[src/inc/sdf_pkg.sv]
/*
  Shared constants and types of the segment display frame control block:
  register indices, bit positions, reset values, pin masks and frame timing.
  Assumes a Wishbone slave with 32-bit data and byte address = 4 * index.
*/
package sdf_pkg;
  // register indices; byte address is four times the index
  localparam logic [9:0] IDX_CTRL_A   = 10'h0e4;
  localparam logic [9:0] IDX_CTRL_B   = 10'h0e5;
  localparam logic [9:0] IDX_CONTRAST = 10'h0e7;
  localparam logic [9:0] IDX_SEG_BASE = 10'h0f0;
  localparam int         ADR_W        = 12;
  localparam int         SEG_DEPTH    = 16;
  localparam int         SEG_AW       = 4;
  localparam int         NUM_COM      = 4;
  localparam int         NUM_SEG      = 25;
  // control/status a bit positions
  localparam int A_EN   = 7;
  localparam int A_LP   = 6;
  localparam int A_FLAG = 4;
  localparam int A_IE   = 3;
  localparam int A_BD   = 2;
  localparam int A_CCD  = 1;
  localparam int A_BL   = 0;
  // control/status b bit positions
  localparam int B_CS     = 7;
  localparam int B_HB     = 6;
  localparam int B_DUTY_H = 5;
  localparam int B_DUTY_L = 4;
  localparam int B_PM_H   = 2;
  localparam int B_PM_L   = 0;
  // reset values
  localparam logic [7:0] CTRL_A_RST   = 8'h00;
  localparam logic [7:0] CTRL_B_RST   = 8'h00;
  localparam logic [7:0] CONTRAST_RST = 8'h00;
  // frame length in clock cycles (prescaler and divider are outside)
  localparam int FRAME_CYCLES_DEF = 4000;
  // commons in use per duty code
  localparam logic [3:0] COM_MASK [4] = '{4'h1, 4'h3, 4'h7, 4'hf};
  // segment pins driven per pin mask code
  localparam logic [24:0] SEG_MASK [8] = '{25'h0001fff, 25'h0007fff,
    25'h001ffff, 25'h007ffff, 25'h01fffff, 25'h07fffff, 25'h0ffffff,
    25'h1ffffff};
  // bus slave states
  typedef enum {BUS_IDLE, BUS_WAIT, BUS_ACK} sdf_bus_type;
endpackage : sdf_pkg

[src/hw/sdf_frame_timer.sv]
/*
  Frame timer: emits a one-cycle frame start strobe and a frame phase bit.
  Assumes the async tick is a synchronous one-cycle enable pulse.
*/
`timescale 1ns/1ns
module sdf_frame_timer #(
  parameter int CYCLES = 4000
) (
  // clock and reset
  input  wire logic clk,
  input  wire logic rst_n,
  // control
  input  wire logic run,
  input  wire logic use_async,
  input  wire logic async_tick,
  // frame events
  output logic      frame_stb,
  output logic      phase
);
  localparam int CW = $clog2(CYCLES + 1);
  localparam logic [CW-1:0] LAST = CW'(CYCLES - 1);

  logic [CW-1:0] cnt_q;
  logic          started_q;
  logic          adv;

  // the async source only advances the count on its own ticks
  assign adv = use_async ? async_tick : 1'b1;

  // count frames; stopping clears everything so a restart begins a frame
  always_ff @(posedge clk) begin
    if (!rst_n || !run) begin
      cnt_q     <= '0;
      started_q <= 1'b0;
      frame_stb <= 1'b0;
      phase     <= 1'b0;
    end else begin
      frame_stb <= 1'b0;
      if (!started_q) begin
        started_q <= 1'b1;
        frame_stb <= 1'b1;
      end else if (adv) begin
        if (cnt_q == LAST) begin
          cnt_q     <= '0;
          frame_stb <= 1'b1;
          phase     <= ~phase;
        end else begin
          cnt_q <= cnt_q + 1'b1;
        end
      end
    end
  end
endmodule : sdf_frame_timer

[src/hw/sdf_seg_mem.sv]
/*
  Segment memory: software copy with registered read, plus a working copy
  loaded on the latch strobe. Assumes one write per cycle.
*/
`timescale 1ns/1ns
module sdf_seg_mem #(
  parameter int DEPTH = 16,
  parameter int AW    = 4
) (
  // clock and reset
  input  wire logic               clk,
  input  wire logic               rst_n,
  // software port
  input  wire logic               wr_en,
  input  wire logic [AW-1:0]      wr_addr,
  input  wire logic [7:0]         wr_data,
  input  wire logic [AW-1:0]      rd_addr,
  output logic      [7:0]         rd_data,
  // frame latch
  input  wire logic               latch_stb,
  output logic      [DEPTH*8-1:0] work
);
  logic [7:0] mem_q [DEPTH];

  // registered read keeps the bus read path short
  always_ff @(posedge clk) begin
    if (!rst_n) begin
      rd_data <= 8'h00;
    end else begin
      rd_data <= mem_q[rd_addr];
    end
  end

  // one entry each: software copy and working copy
  for (genvar i = 0; i < DEPTH; i++) begin : g_ent
    always_ff @(posedge clk) begin
      if (!rst_n) begin
        mem_q[i]        <= 8'h00;
        work[i*8 +: 8]  <= 8'h00;
      end else begin
        if (wr_en && wr_addr == AW'(i)) begin
          mem_q[i] <= wr_data;
        end
        if (latch_stb) begin
          work[i*8 +: 8] <= mem_q[i];
        end
      end
    end
  end
endmodule : sdf_seg_mem

[src/hw/sdf_frame_control.sv]
/*
  Segment display frame control: Wishbone register file, frame latching,
  frame start flag and interrupt request, pin function selection.
  Assumes a classic Wishbone master and that the analog drive, prescaler
  and pin muxes outside follow the enables driven here.
*/
// Chosen here: register access over Wishbone.
`timescale 1ns/1ns
// Notes on behaviour
// - latch memory, blank, waveform, contrast at frame
// - software writes accepted at any time
// - enable starts; clearing stops at once
// - disabled means all pins are ports
// - waveform bit applies from next frame
// - bit five reads zero, ignores writes
// - flag sets with the data latch
// - request only when flag, enable, global set
// - flag cleared by vector or written one
// - writing back a set flag clears it
// - low power: flag every second frame
// - buffer disable bit turns buffers off
// - supply disable bit turns generator off
// - blank after frame, ground pins, keep memory
// - clock select chooses system or async
// - bias bit selects third or half
// - duty field selects commons in use
// - pin mask sets driven segment count
module sdf_frame_control
  import sdf_pkg::*;
#(
  parameter int FRAME_CYCLES = sdf_pkg::FRAME_CYCLES_DEF
) (
  // clock and reset
  input  wire logic                        CORE_CLK,
  input  wire logic                        RESET_N,
  // wishbone slave
  input  wire logic                        WB_CYC_I,
  input  wire logic                        WB_STB_I,
  input  wire logic                        WB_WE_I,
  input  wire logic [sdf_pkg::ADR_W-1:0]   WB_ADR_I,
  input  wire logic [3:0]                  WB_SEL_I,
  input  wire logic [31:0]                 WB_DAT_I,
  output logic      [31:0]                 WB_DAT_O,
  output logic                             WB_ACK_O,
  // processor side
  input  wire logic                        IRQ_GLOBAL_EN,
  input  wire logic                        IRQ_VECTOR_TAKEN,
  input  wire logic                        ASYNC_TICK,
  output logic                             FRAME_IRQ,
  // display drive control
  output logic                             DRIVE_ON,
  output logic      [sdf_pkg::NUM_COM-1:0] COM_ACTIVE,
  output logic      [sdf_pkg::NUM_SEG-1:0] SEG_ACTIVE,
  output logic                             PIN_GROUND,
  output logic                             LOW_POWER_WAVE,
  output logic                             HALF_BIAS,
  output logic                             LEVEL_BUF_OFF,
  output logic                             INT_SUPPLY_OFF,
  output logic                             CLK_ASYNC_SEL,
  output logic      [7:0]                  CONTRAST,
  output logic      [sdf_pkg::SEG_DEPTH*8-1:0] SEG_DATA
);
  sdf_bus_type     state_q;
  logic [9:0]      idx_q;
  logic            we_q;
  logic            sel_q;
  logic [7:0]      wdat_q;
  logic            wr_go;
  logic            seg_hit_q;
  logic [7:0]      mem_rd;
  logic            frame_stb;
  logic            phase;
  logic            latch_stb;
  logic            flag_clr;
  logic [7:0]      rd_mux;
  // control a
  logic            en_q;
  logic            lp_q;
  logic            flag_q;
  logic            ie_q;
  logic            bd_q;
  logic            ccd_q;
  logic            bl_q;
  // control b
  logic            cs_q;
  logic            hb_q;
  logic [1:0]      duty_q;
  logic [2:0]      pm_q;
  logic [7:0]      contrast_q;
  // working copies
  logic            lp_work_q;
  logic            bl_work_q;

  // bus handshake: take at idle, act in wait, answer in ack
  always_ff @(posedge CORE_CLK) begin
    if (!RESET_N) begin
      state_q   <= BUS_IDLE;
      idx_q     <= 10'h000;
      we_q      <= 1'b0;
      sel_q     <= 1'b0;
      wdat_q    <= 8'h00;
      seg_hit_q <= 1'b0;
      WB_ACK_O  <= 1'b0;
    end else begin
      case (state_q)
        BUS_IDLE: begin
          WB_ACK_O <= 1'b0;
          if (WB_CYC_I && WB_STB_I) begin
            state_q   <= BUS_WAIT;
            idx_q     <= WB_ADR_I[ADR_W-1:2];
            we_q      <= WB_WE_I;
            sel_q     <= WB_SEL_I[0];
            wdat_q    <= WB_DAT_I[7:0];
            seg_hit_q <= WB_ADR_I[ADR_W-1:2+SEG_AW] == IDX_SEG_BASE[9:SEG_AW];
          end
        end
        BUS_WAIT: begin
          state_q  <= BUS_ACK;
          WB_ACK_O <= 1'b1;
        end
        BUS_ACK: begin
          state_q  <= BUS_IDLE;
          WB_ACK_O <= 1'b0;
        end
        default: begin
          state_q  <= BUS_IDLE;
          WB_ACK_O <= 1'b0;
        end
      endcase
    end
  end

  // writes land in the wait cycle, whatever the frame is doing
  assign wr_go = (state_q == BUS_WAIT) && we_q && sel_q;

  // read mux; unmapped indices read zero
  always_comb begin
    rd_mux = 8'h00;
    if (seg_hit_q) begin
      rd_mux = mem_rd;
    end else if (idx_q == IDX_CTRL_A) begin
      rd_mux = {en_q, lp_q, 1'b0, flag_q, ie_q, bd_q, ccd_q, bl_q};
    end else if (idx_q == IDX_CTRL_B) begin
      rd_mux = {cs_q, hb_q, duty_q, 1'b0, pm_q};
    end else if (idx_q == IDX_CONTRAST) begin
      rd_mux = contrast_q;
    end
  end

  // read data register; upper lanes always zero
  always_ff @(posedge CORE_CLK) begin
    if (!RESET_N) begin
      WB_DAT_O <= 32'h00000000;
    end else if (state_q == BUS_WAIT) begin
      WB_DAT_O <= {24'h000000, rd_mux};
    end
  end

  // control a; bit five has no storage and bit four is write-one-to-clear
  always_ff @(posedge CORE_CLK) begin
    if (!RESET_N) begin
      {en_q, lp_q, ie_q, bd_q, ccd_q, bl_q} <= {CTRL_A_RST[A_EN],
        CTRL_A_RST[A_LP], CTRL_A_RST[A_IE], CTRL_A_RST[A_BD],
        CTRL_A_RST[A_CCD], CTRL_A_RST[A_BL]};
    end else if (wr_go && idx_q == IDX_CTRL_A) begin
      en_q  <= wdat_q[A_EN];
      lp_q  <= wdat_q[A_LP];
      ie_q  <= wdat_q[A_IE];
      bd_q  <= wdat_q[A_BD];
      ccd_q <= wdat_q[A_CCD];
      bl_q  <= wdat_q[A_BL];
    end
  end

  // control b and contrast
  always_ff @(posedge CORE_CLK) begin
    if (!RESET_N) begin
      cs_q       <= CTRL_B_RST[B_CS];
      hb_q       <= CTRL_B_RST[B_HB];
      duty_q     <= CTRL_B_RST[B_DUTY_H:B_DUTY_L];
      pm_q       <= CTRL_B_RST[B_PM_H:B_PM_L];
      contrast_q <= CONTRAST_RST;
    end else if (wr_go) begin
      if (idx_q == IDX_CTRL_B) begin
        cs_q   <= wdat_q[B_CS];
        hb_q   <= wdat_q[B_HB];
        duty_q <= wdat_q[B_DUTY_H:B_DUTY_L];
        pm_q   <= wdat_q[B_PM_H:B_PM_L];
      end
      if (idx_q == IDX_CONTRAST) begin
        contrast_q <= wdat_q;
      end
    end
  end

  // frame timing on system clock or async ticks
  sdf_frame_timer #(
    .CYCLES     (FRAME_CYCLES)
  ) u_timer (
    .clk        (CORE_CLK),
    .rst_n      (RESET_N),
    .run        (en_q),
    .use_async  (cs_q),
    .async_tick (ASYNC_TICK),
    .frame_stb  (frame_stb),
    .phase      (phase)
  );

  // low power needs two equal frames, so only every second one latches
  assign latch_stb = frame_stb && (!lp_work_q || !phase);

  // working copies; the running frame takes waveform, blank and contrast only from them
  always_ff @(posedge CORE_CLK) begin
    if (!RESET_N) begin
      lp_work_q <= 1'b0;
      bl_work_q <= 1'b0;
      CONTRAST  <= CONTRAST_RST;
    end else if (latch_stb) begin
      lp_work_q <= lp_q;
      bl_work_q <= bl_q;
      CONTRAST  <= contrast_q;
    end
  end

  // segment memory and its frame copy
  sdf_seg_mem #(
    .DEPTH     (SEG_DEPTH),
    .AW        (SEG_AW)
  ) u_mem (
    .clk       (CORE_CLK),
    .rst_n     (RESET_N),
    .wr_en     (wr_go && seg_hit_q),
    .wr_addr   (idx_q[SEG_AW-1:0]),
    .wr_data   (wdat_q),
    .rd_addr   (WB_ADR_I[SEG_AW+1:2]),
    .rd_data   (mem_rd),
    .latch_stb (latch_stb),
    .work      (SEG_DATA)
  );

  // a read-modify-write that returns a set flag clears it too
  assign flag_clr = IRQ_VECTOR_TAKEN ||
    (wr_go && idx_q == IDX_CTRL_A && wdat_q[A_FLAG]);

  // frame start flag; a frame arriving with a clear wins
  always_ff @(posedge CORE_CLK) begin
    if (!RESET_N) begin
      flag_q <= CTRL_A_RST[A_FLAG];
    end else if (latch_stb) begin
      flag_q <= 1'b1;
    end else if (flag_clr) begin
      flag_q <= 1'b0;
    end
  end

  // interrupt request, level while all three agree
  always_ff @(posedge CORE_CLK) begin
    if (!RESET_N) begin
      FRAME_IRQ <= 1'b0;
    end else begin
      FRAME_IRQ <= flag_q && ie_q && IRQ_GLOBAL_EN;
    end
  end

  // pin function and analog controls; disable takes effect next edge
  always_ff @(posedge CORE_CLK) begin
    if (!RESET_N) begin
      DRIVE_ON       <= 1'b0;
      COM_ACTIVE     <= '0;
      SEG_ACTIVE     <= '0;
      PIN_GROUND     <= 1'b0;
      LOW_POWER_WAVE <= 1'b0;
      HALF_BIAS      <= 1'b0;
      LEVEL_BUF_OFF  <= 1'b0;
      INT_SUPPLY_OFF <= 1'b0;
      CLK_ASYNC_SEL  <= 1'b0;
    end else begin
      DRIVE_ON       <= en_q;
      COM_ACTIVE     <= en_q ? COM_MASK[duty_q] : '0;
      SEG_ACTIVE     <= en_q ? SEG_MASK[pm_q] : '0;
      PIN_GROUND     <= en_q && bl_work_q;
      LOW_POWER_WAVE <= lp_work_q;
      HALF_BIAS      <= hb_q;
      LEVEL_BUF_OFF  <= bd_q;
      INT_SUPPLY_OFF <= ccd_q;
      CLK_ASYNC_SEL  <= cs_q;
    end
  end
endmodule : sdf_frame_control

[config.mk]
export PLATFORM = sky130hd
export DESIGN_NAME = sdf_frame_control
export DESIGN_NICKNAME = d
export VERILOG_FILES = /design/src/inc/sdf_pkg.sv /design/src/hw/sdf_frame_timer.sv /design/src/hw/sdf_seg_mem.sv /design/src/hw/sdf_frame_control.sv
export SDC_FILE = /design/constraint.sdc
export NUM_CORES = 1
export LEC_CHECK = 0
export ABC_CLOCK_PERIOD_IN_PS = 3000
export BUFFER_PORTS_ARGS = -buffer_cell sky130_fd_sc_hd__buf_4
export CORE_MARGIN = 5
export CORE_UTILIZATION = 45
export CTS_BUF_LIST = sky130_fd_sc_hd__clkbuf_8 sky130_fd_sc_hd__clkbuf_16
export DETAILED_ROUTE_END_ITERATION = 6
export PLACE_DENSITY = 0.63
export SLEW_MARGIN = 20
export SYNTH_ARGS = -nofsm -noshare
export SYNTH_HDL_FRONTEND = slang
export SYNTH_HIERARCHICAL = 1
export SYNTH_SLANG_ARGS = --single-unit
[constraint.sdc]
create_clock -name CORE_CLK -period 3 [get_ports CORE_CLK]
set_clock_uncertainty 0.1 [all_clocks]
set_input_delay 0.15 -clock CORE_CLK [delete_from_list [all_inputs] [get_ports CORE_CLK]]
set_output_delay 0.15 -clock CORE_CLK [all_outputs]
set_load 0.02 [all_outputs]
Word-level counts from Yosys, hierarchy flattened

Memory sizes are Yosys's and may differ from the RTL's. A register that Yosys moved wholly into a read port is not among the register bits.
Index checks and enable logic that the tools add are counted.

Register bits after elaboration: 121
Bits in latches: 0
Memory bits (writable): 128
Bits in read-only memories: 200
Input bits: 56
Logic and storage cells: 225
Memories kept: 2

$add $sub $neg: 1
Multiply operators: 0
Div/mod/pow operators: 0
Magnitude comparators: 1
Equal/unequal tests: 23
Shift operators: 0
Mux-type cells: 83
Bitwise logic cells: 19
Reductions and logical operators: 60

Memories:

| memory           | depth | width | read ports | clocked after memory_dff | write ports | line                     | RTL |
|---|---|---|---|---|---|---|---|
| (name not given) | 8     | 25    | 1          | 1                        | 0           | sdf_frame_control.sv:280 | `SEG_ACTIVE <= en_q ? SEG_MASK[pm_q] : '0;` |
| u_mem.mem_q      | 16    | 8     | 17         | 17                       | 16          | sdf_seg_mem.sv:23        | `logic [7:0] mem_q [DEPTH];` |

Operators by type and width:

| kind                                                                    | number |
|---|---|
| 8-bit two-way mux                                                       | 20 |
| 32-bit case mux with 2 select lines                                     | 1 |
| 1-bit two-way mux                                                       | 57 |
| 32-bit by 1-bit equality test with 1-bit output (second input constant) | 1 |
| 32-bit by 2-bit equality test with 1-bit output (second input constant) | 1 |
| 4-bit equality test (second input constant)                             | 8 |
| 32-bit zero test                                                        | 1 |
| 32-bit two-way mux                                                      | 1 |
| 10-bit by 8-bit equality test with 1-bit output (second input constant) | 3 |
| 1-bit logical AND                                                       | 26 |
| 1-bit zero test                                                         | 22 |
| 4-bit by 3-bit equality test with 1-bit output (second input constant)  | 4 |
| 1-bit bitwise OR                                                        | 16 |
| 12-bit by 1-bit adder with 12-bit output (second input constant)        | 1 |
| 12-bit equality test (second input constant)                            | 1 |
| 12-bit two-way mux                                                      | 1 |
| 2-bit AND reduction                                                     | 5 |
| 4-bit binary-select mux with 2-bit select                               | 1 |
| 4-bit by 2-bit equality test with 1-bit output (second input constant)  | 2 |
| 4-bit two-way mux                                                       | 2 |
| 6-bit by 4-bit equality test with 1-bit output (second input constant)  | 1 |
| 4-bit by 1-bit equality test with 1-bit output (second input constant)  | 1 |
| 4-bit zero test                                                         | 1 |
| 3-bit inverter with 4-bit output                                        | 1 |
| other kinds (7)                                                         | 9 |

Logic depth before layout (Yosys ltp)

Gate-level depths: netlist (run 1).

Depth in word-level cells: 9
Gate-level depth with buffers: 7
Depth with buffers taken out: 6

Modules after synthesis

Netlist (run 1), hierarchy kept.

By module, submodules not included:

| module            | instances | cells an instance | area an instance (µm²) | sequential area each (µm²) |
|---|---|---|---|---|
| sdf_seg_mem       | 1         | 813               | 10879.2                | 6566.3 |
| sdf_frame_control | 1         | 390               | 3547.2                 | 1661.6 |
| sdf_frame_timer   | 1         | 79                | 718.2                  | 300.3 |

Worst setup path before layout (run 1)

OpenSTA, ideal clock, no wires.

Path kind: register to register
Start point: register state_q[1]
End point: memory u_mem.mem_q[1][0], enable pin
Setup time: 0.384 ns
Arrival: 1.911 ns
Required time: 2.516 ns
Path slack: 0.605 ns
Stages on the path, launching flop included: 7
Path through: dfxtp_1 > and4b_1 > buf_2 > and2_1 > nor2b_1 > nand2b_1 > o21ai_0

RTL lines:

| item                     | line                     | RTL |
|---|---|---|
| start: declaration       | sdf_frame_control.sv:63  | `sdf_bus_type state_q;` |
| start signal: assignment | sdf_frame_control.sv:97  | `state_q <= BUS_IDLE;` |
| start signal: assignment | sdf_frame_control.sv:109 | `state_q <= BUS_WAIT;` |
| start signal: assignment | sdf_frame_control.sv:118 | `state_q <= BUS_ACK;` |
| end: declaration         | sdf_seg_mem.sv:23        |  |

==> results of run 1 <==
synth_stat cells, types with 3 or more instances:
cell	n	area share, %
clkbuf_1	40	0.99
edfxtp_1	128	25
nand4_1	7	0.29
or3_1	10	0.41
and4b_1	7	0.46
and2_1	136	5.6
a21oi_1	49	1.6
buf_6	4	0.30
a221o_1	3	0.20
o21ai_0	22	0.73
mux4_2	29	4.3
xor2_1	5	0.29
nand4_4	4	0.56
buf_4	48	2.4
nand2_1	102	2.5
a22oi_1	8	0.40
and4bb_2	3	0.25
mux2_2	7	0.52
nor2b_1	137	5.7
inv_1	10	0.25
nand3_1	7	0.23
o22ai_1	11	0.45
dfxtp_1	234	31
mux2i_1	165	11
nand2b_1	6	0.25
a22o_1	3	0.17
nor2_1	34	0.84
buf_2	22	0.73
and3_1	9	0.37
cell families (layout without fill, tap and decap cells):
| kind of cell | Yosys count | after routing |
|---|---|---|
| AOI/OAI and AO/OA | 103 | 103 |
| xor gates and xnor gates | 7 | 7 |
| adders and majority gates | 1 | 1 |
| buffers and inverters | 125 | 345 |
| DFF | 362 | 362 |
| muxes | 201 | 201 |
| other | 1 | 25 |
| and+or+nand+nor | 482 | 482 |
tightest hold or removal path, cell delays in order:
cell and delay, ps:
buf_4 250, nand2_1 120, mux2i_1 60
cells in the final DEF (no fill, tap or decap), drive strengths merged, types with 9 or more instances in the layout:
cell type and instances:
dlygate4sd3 21, dfxtp 234, edfxtp 128, and3 9, clkbuf 44, mux4 29, inv 24, or3 10
nand4 12, nor2b 137, o21ai 23, o22ai 11, clkinv 11, mux2i 165, buf 239, conb 24
and2 136, nor2 34, a21oi 49, nand2 102
final timing paths:
| path | startpoint | to | slack (ps) | cells after the start |
|---|---|---|---|---|
| worst max-delay path | state_q[0]$_SDFFE_PN0P_ | u_mem/mem_q[0][3]$_SDFFCE_PN0P_ | 570 | 6 |
| worst min-delay path | RESET_N | contrast_q[1]$_SDFFE_PN0P_ | 30 | 3 |
| worst max register to register | state_q[0]$_SDFFE_PN0P_ | u_mem/mem_q[0][3]$_SDFFCE_PN0P_ | 570 | 6 |
| worst min register to register | idx_q[4]$_SDFFE_PN0P_ | idx_q[4]$_SDFFE_PN0P_ | 350 | 2 |
power breakdown:
group | switching [mW] | internal [mW] | total, mW
logic | 0.254 | 0.191 | 0.446
clock network | 1.93 | 3.10 | 5.04
registers | 0.105 | 5.16 | 5.26
total | 2.29 | 8.45 | 10.7
per-layer routing:
layer / GRT usage (%) / vias to the layer above
met5: 0 / -
met4: 4.957 / 2
met3: 4.157 / 55
met2: 33.06 / 302
met1: 27.90 / 4924
li1: - / 4833
cell type report:
cell class | count | area (sq um)
multi-input cells | 818 | 5996
flip-flops and latches | 362 | 8528
repair buffers | 260 | 2029
clock inverters | 30 | 291.5
diodes | 1 | 2.502
clock buffers | 44 | 1079
fillers | 2925 | 14830
well taps | 448 | 560.5
inverters | 11 | 46.29
metrics by stage:
step                      std cells  area (sq um)  total power, mW
final                          1974         18530            10.75
after global routing           1974         18530            11.10
after CTS                      1973         18530            10.84
after detailed placement       1878         16950            5.791
after global placement         1878         16950            5.786
after floorplan                1305         15230            5.615
state kept, by name, indices dropped and copies added, names as in the netlist, 2 cells and up:
signal         count
COM_ACTIVE         4
CONTRAST           8
SEG_ACTIVE         7
WB_DAT_O           8
contrast_q         8
duty_q             2
idx_q             10
pm_q               3
state_q            2
u_mem/mem_q      128
u_mem/rd_data      8
u_mem/work       128
u_timer/cnt_q     12
wdat_q             8
what timing repair did:
item / in CTS / in global routing
hold buffers: 21 / 0
endpoints found under the setup margin: 0 / 0
hold endpoints to repair: 26 / 0
==> qor.csv, run 1 <==
stage,metric,value,unit
critical_path,most frequent CP cell,and2_1,
clocking,Worst-path clk slew,60,ps
synthesis,"Seq/Total Area, Yosys",56.31,%
sta,Achievable Freq,411.7,MHz
floorplan,Rows,67,
critical_path,Worst path slowest cell,dfxtp_1,
sta,Period minus WS final,2429,ps
sta,Slew Limit Fails,0,
cells_and_area,fin util,55.55,%
routing,wire per inst,19.93,microns
placement,DP HPWL,27770,microns
hold_path,Min-Delay Path Class,in2reg,
sta,Final Setup Violations,0,
placement,routability cong.,0.8413,
global_route,number of global-route vias before repair,9864,
cells_and_area,Final nets,1550,
synthesis,Synth Area in Simple Gates,18.78,%
pwr,power density over cell area,579.8,nW/um^2
clocking,Clock Latency Late Sink,530,ps
routing,highest routed layer,met5,
synthesis,Synth Area in Adders,0.08262,%
synthesis,Seq cells post-synth,362,
synthesis,Synth Area in Compound Gates,3.990,%
synthesis,number of synthesized flops with an enable pin,128,
floorplan,Die Ht,193.5,microns
critical_path,Worst EP required,3280,ps
routing,via count,10116,
sta,WHS,25.53,ps
routing,overall routed net length,39350,microns
clocking,root buf cell,clkbuf_16,
global_route,first-pass GRT wire length,60000,microns
critical_path,cell family with most CP delay,simple AND/OR/NAND/NOR gates,
routing,met2 wire length,18680,microns
routing,"antenna viol nets, final",0,
sta,unrepaired setup endpoints after global routing,no,
outcome,outcome,completed,
sta,slew at the pin with the worst max-slew slack,1057,ps
placement,DP Worst Slack,393.7,ps
cells_and_area,area delta synth->final,22.37,%
global_route,initial antenna violation count,5,
clocking,TritonCTS sink count,362,
synthesis,ys async rst share,0,%
routing,Met1 Wirelength,17290,microns
synthesis,post-synthesis cell count,1282,
pwr,Leakage,7.220,nW
global_route,Total GRT Usage,20.24,%
pwr,Max VDD drop,0.4200,mV
floorplan,die width,193.5,microns
clocking,clock tree from TritonCTS,built,
routing,DRC viols,0,
floorplan,Starting Density,45.39,%
synthesis,post-synthesis mux area share,15.74,%
clocking,H-tree depth,2,
clocking,post_cts resized,0,
critical_path,Worst setup EP type,flip-flop,
synthesis,Netlist cell types,56,
synthesis,largest family of logic cells by synthesized area,simple AND/OR/NAND/NOR gates,
routing,DRT iter0 DRCs,820,
clocking,TritonCTS Buffers,40,
floorplan,core area,33360,sq um
cells_and_area,share of layout cells above drive strength 1,23.08,%
sta,part of the cycle the worst path needs,80.96,%
critical_path,"Max FO, Critical Path",13,
sta,final hold vios,0,
critical_path,Crit Path Category,reg2reg,
global_route,gr ovfl total,0,
clocking,setup bufs post-CTS,0,
sta,Worst slew margin,29.47,%
routing,drt pass-1 iters,5,
critical_path,CP Cell Sequence,"and4b_1, and2_1, nor2b_1, nand2_1, nor2_1, and2_1",
synthesis,Main synth FF type,dfxtp_1,
floorplan,die area,37420,sq um
critical_path,max incr delay on CP,500,ps
clocking,Max Root-Sink Buffers,3,
sta,final setup TNS,0,ps
critical_path,Worst Path Buf+Inv,0,
job,maxcap violations,0,
sta,fin worst setup slack,571.1,ps
synthesis,Post-Synth XOR/XNOR Area,0.4048,%
synthesis,Mapped Area,15140,sq um
synthesis,Post-Syn Area per Cell,11.81,sq um
critical_path,Worst Path Arrival,2700,ps
routing,routed wl met3,2530,microns
floorplan,I/O pin total,262,
global_route,largest net degree at the start of global routing,54,
placement,port bufs,208,
critical_path,Worst setup SP type,flip-flop,
routing,routed vias/inst,5.125,
synthesis,Yosys warnings,6,
Power figures use the tool's default switching activity.
==> run 2, diff against run 1 <==
--- a/config.mk
+++ b/config.mk
@@ -5,7 +5,8 @@
 export SDC_FILE = /design/constraint.sdc
 export NUM_CORES = 1
 export LEC_CHECK = 0
-export ABC_CLOCK_PERIOD_IN_PS = 3000
+export ABC_AREA = 1
+export ABC_CLOCK_PERIOD_IN_PS = 2300
 export BUFFER_PORTS_ARGS = -buffer_cell sky130_fd_sc_hd__buf_4
 export CORE_MARGIN = 5
 export CORE_UTILIZATION = 45
==> constraint.sdc (replaced) <==
create_clock -name CORE_CLK -period 2.3 [get_ports CORE_CLK]
set_clock_uncertainty 0.1 [all_clocks]
set_input_delay 0.115 -clock CORE_CLK [delete_from_list [all_inputs] [get_ports CORE_CLK]]
set_output_delay 0.115 -clock CORE_CLK [all_outputs]
set_load 0.02 [all_outputs]
==> qor.csv, run 2 <==
stage,metric,value,unit,change
critical_path,Crit Path Category,reg2reg,,
cells_and_area,Final nets,1998,,+29%
synthesis,most frequent cell after synthesis,nor2_1,,
clocking,H-tree depth,2,,unchanged
clocking,Worst-path clk slew,60,ps,about the same
critical_path,Worst setup SP type,flip-flop,,
global_route,first-pass GRT wire length,64340,microns,+7.2%
placement,routability cong.,0.9302,,+11%
synthesis,post-synthesis cell count,1742,,+36%
routing,via count,12320,,+22%
global_route,Total GRT Usage,22.32,%,+2.1 points
synthesis,Seq cells post-synth,362,,unchanged
critical_path,Worst path slowest cell,nor3_4,,
sta,Worst slew margin,52.13,%,+23 points
critical_path,Worst EP required,2390,ps,-890 ps
cells_and_area,most frequent cells in the layout,"274 x nor2_1, 244 x buf_4, 234 x dfxtp_1",,
cells_and_area,Antenna diodes,0,,-1
synthesis,Synth area leader,dfxtp_1,,
sta,final hold vios,0,,unchanged
clocking,clock tree from TritonCTS,built,,
synthesis,Post-Syn Area per Cell,8.528,sq um,-28%
routing,overall routed net length,42510,microns,+8.0%
synthesis,Synth Area in Simple Gates,19.78,%,+1.0 points
sta,Final Setup Violations,0,,unchanged
routing,wire per inst,17.62,microns,-12%
routing,DRT iter0 DRCs,1100,,+34%
clocking,root buf cell,clkbuf_16,,
global_route,initial antenna violation count,0,,-5
global_route,number of global-route vias before repair,11553,,+17%
critical_path,"Max FO, Critical Path",8,,-5
cells_and_area,fin util,56.23,%,+0.68 points
routing,DRC viols,0,,unchanged
critical_path,cell family with most CP delay,simple AND/OR/NAND/NOR gates,,
sta,Achievable Freq,467.7,MHz,+14%
pwr,Leakage,7.904,nW,+9.5%
synthesis,Post-Synth XOR/XNOR Area,0.05896,%,-0.35 points
critical_path,Worst setup EP type,flip-flop,,
floorplan,Rows,66,,-1.5%
sta,unrepaired setup endpoints after global routing,no,,
floorplan,die area,36750,sq um,-1.8%
floorplan,core area,32540,sq um,-2.5%
synthesis,Mapped Area,14860,sq um,-1.9%
floorplan,Starting Density,45.66,%,+0.27 points
floorplan,die width,191.7,microns,-0.91%
placement,DP HPWL,29410,microns,+5.9%
routing,routed vias/inst,5.106,,-0.37%
cells_and_area,Post-Layout Cell Count,2413,,+22%
clocking,Max Root-Sink Buffers,3,,unchanged
synthesis,number of synthesized flops with an enable pin,128,,unchanged
synthesis,Synth Area in Compound Gates,12.97,%,+9.0 points
synthesis,post-synth top area share,31.53,%,+0.60 points
cells_and_area,area delta synth->final,23.15,%,
placement,DP Worst Slack,196.4,ps,-197.3 ps
critical_path,CP Cell Sequence,"inv_1, nor2_4, nand3_4, nor2_1, inv_1, nor3_4, nand2_1, nand2_1",,
synthesis,Netlist cell types,40,,-29%
sta,fin worst setup slack,162.0,ps,-409.1 ps
critical_path,max incr delay on CP,360,ps,-140 ps
synthesis,post-synthesis mux area share,0,%,-16 points
synthesis,"Seq/Total Area, Yosys",57.41,%,+1.1 points
synthesis,Main synth FF type,dfxtp_1,,
cells_and_area,"commonest non-fill, non-tap cell in the layout",nor2_1,,
critical_path,Worst Path Arrival,2220,ps,-480 ps
synthesis,"top cells by area, synth","dfxtp_1 32%, edfxtp_1 26%, nor2_1 6.9%, o21ai_0 6.5%, a21oi_1 5.8%",,
clocking,Clock Latency Late Sink,530,ps,about the same
hold_path,Min-Delay Path Class,in2reg,,
placement,port bufs,208,,unchanged
critical_path,Worst Path Buf+Inv,2,,+2
sta,part of the cycle the worst path needs,92.96,%,+12 points
placement,placed insts,2318,,+23%
synthesis,largest family of logic cells by synthesized area,simple AND/OR/NAND/NOR gates,,
job,maxcap violations,0,,unchanged
routing,drt pass-1 iters,6,,+1
sta,Period minus WS final,2138,ps,-290.9 ps
clocking,TritonCTS sink count,362,,unchanged
routing,"antenna viol nets, final",0,,unchanged
synthesis,Synth Area in Adders,0.08422,%,+0.0016 points
synthesis,ys async rst share,0,%,unchanged
pwr,Max VDD drop,0.4889,mV,+16%
floorplan,I/O pin total,262,,unchanged
clocking,TritonCTS Buffers,39,,-2.5%
global_route,largest net degree at the start of global routing,106,,+96%
cells_and_area,Regs by FF count,"u_mem/mem_q x128, u_mem/work x128, u_timer/cnt_q x12",,
outcome,outcome,completed,,
pwr,power density over cell area,762.7,nW/um^2,+32%
sta,slew at the pin with the worst max-slew slack,717.0,ps,-339.5 ps
global_route,gr ovfl total,0,,unchanged
cells_and_area,share of layout cells above drive strength 1,18.26,%,-4.8 points
sta,Slew Limit Fails,0,,unchanged
synthesis,synth cell count leaders,"274 x nor2_1, 234 x dfxtp_1, 217 x nand2_1",,
synthesis,Yosys warnings,6,,unchanged
floorplan,Die Ht,191.7,microns,-0.91%
==> run 2: report_power, final <==
part           internal, mW  total, mW  leakage, nW  switching (mW)
sequential             6.73       6.79         3.21          0.0598
clock                  3.82       6.37        0.675            2.55
combinational         0.220      0.801         4.02           0.581
==> run 2: worst paths after layout <==
kind / depth (start not counted) / slack [ps] / startpoint / end
setup reg to reg: 8 / 160 / state_q[0]$_SDFFE_PN0P_ / u_mem/mem_q[3][0]$_SDFFCE_PN0P_
hold reg to reg: 2 / 340 / flag_q$_SDFFE_PN0P_ / FRAME_IRQ$_SDFF_PN0_
setup / recovery: 8 / 160 / state_q[0]$_SDFFE_PN0P_ / u_mem/mem_q[3][0]$_SDFFCE_PN0P_
hold / removal: 3 / 40 / WB_ADR_I[3] / idx_q[1]$_SDFFE_PN0P_
==> run 2: cells by family (layout without fill, tap and decap cells) <==
| kind of cell | after synthesis | after routing |
|---|---|---|
| AOI/OAI and AO/OA | 377 | 377 |
| xor gates and xnor gates | 1 | 1 |
| adders and majority gates | 1 | 1 |
| buffers and inverters | 326 | 532 |
| DFF | 362 | 362 |
| other | 1 | 24 |
| and+or+nand+nor | 674 | 674 |
==> run 2: worst register-to-register path: stages (launching register included) <==
cell and delay, ps:
dfxtp_1 340, inv_1 70, nor2_4 110, nand3_4 100, nor2_1 190, inv_1 140
nor3_4 360, nand2_1 100, nand2_1 290
==> run 2: per-layer routing <==
| layer | vias to the layer above | GRT usage [%] | part of all wire, % |
|---|---|---|---|
| li1 | 6044 | - | - |
| met1 | 5798 | 31.84 | 45 |
| met2 | 416 | 35.83 | 46 |
| met3 | 62 | 2.944 | 6.4 |
| met4 | 0 | 6.381 | 2.3 |
| met5 | - | 0 | 0 |
==> run 2: timing repair <==
item / CTS / global route
gates resized for setup: 0 / 1
buffers inserted: 0 / 0
hold buffers: 23 / 0
setup endpoints to repair: 0 / 1
hold endpoints to repair: 49 / 0
==> run 2: cell type report <==
type                            count  area [sq um]
Clock inverter                     21         131.4
Multi-Input combinational cell   1077          4977
Tap cell                          442         553.0
Timing Repair inverter              1         5.005
Clock buffer                       50          1206
Inverter                          187         711.9
Timing Repair Buffer              273          2182
Fill cell                        2979         14240
Sequential cell                   362          8528
==> run 2: stage by stage <==
| stage | cell area (sq um) | total power, mW | hold WS, ps | setup TNS (ps) |
|---|---|---|---|---|
| 3_5_place_dp | 16720 | 7.675 | 260.6 | 0 |
| 6_report | 18300 | 13.95 | 43.47 | 0 |
| 4_1_cts | 18290 | 14.03 | 9.798 | 0 |
| 3_3_place_gp | 16720 | 7.666 | 253.2 | 0 |
| 5_1_grt | 18300 | 14.40 | 85.98 | 0 |
| 2_1_floorplan | 14940 | 7.392 | 149.9 | -280.1 |
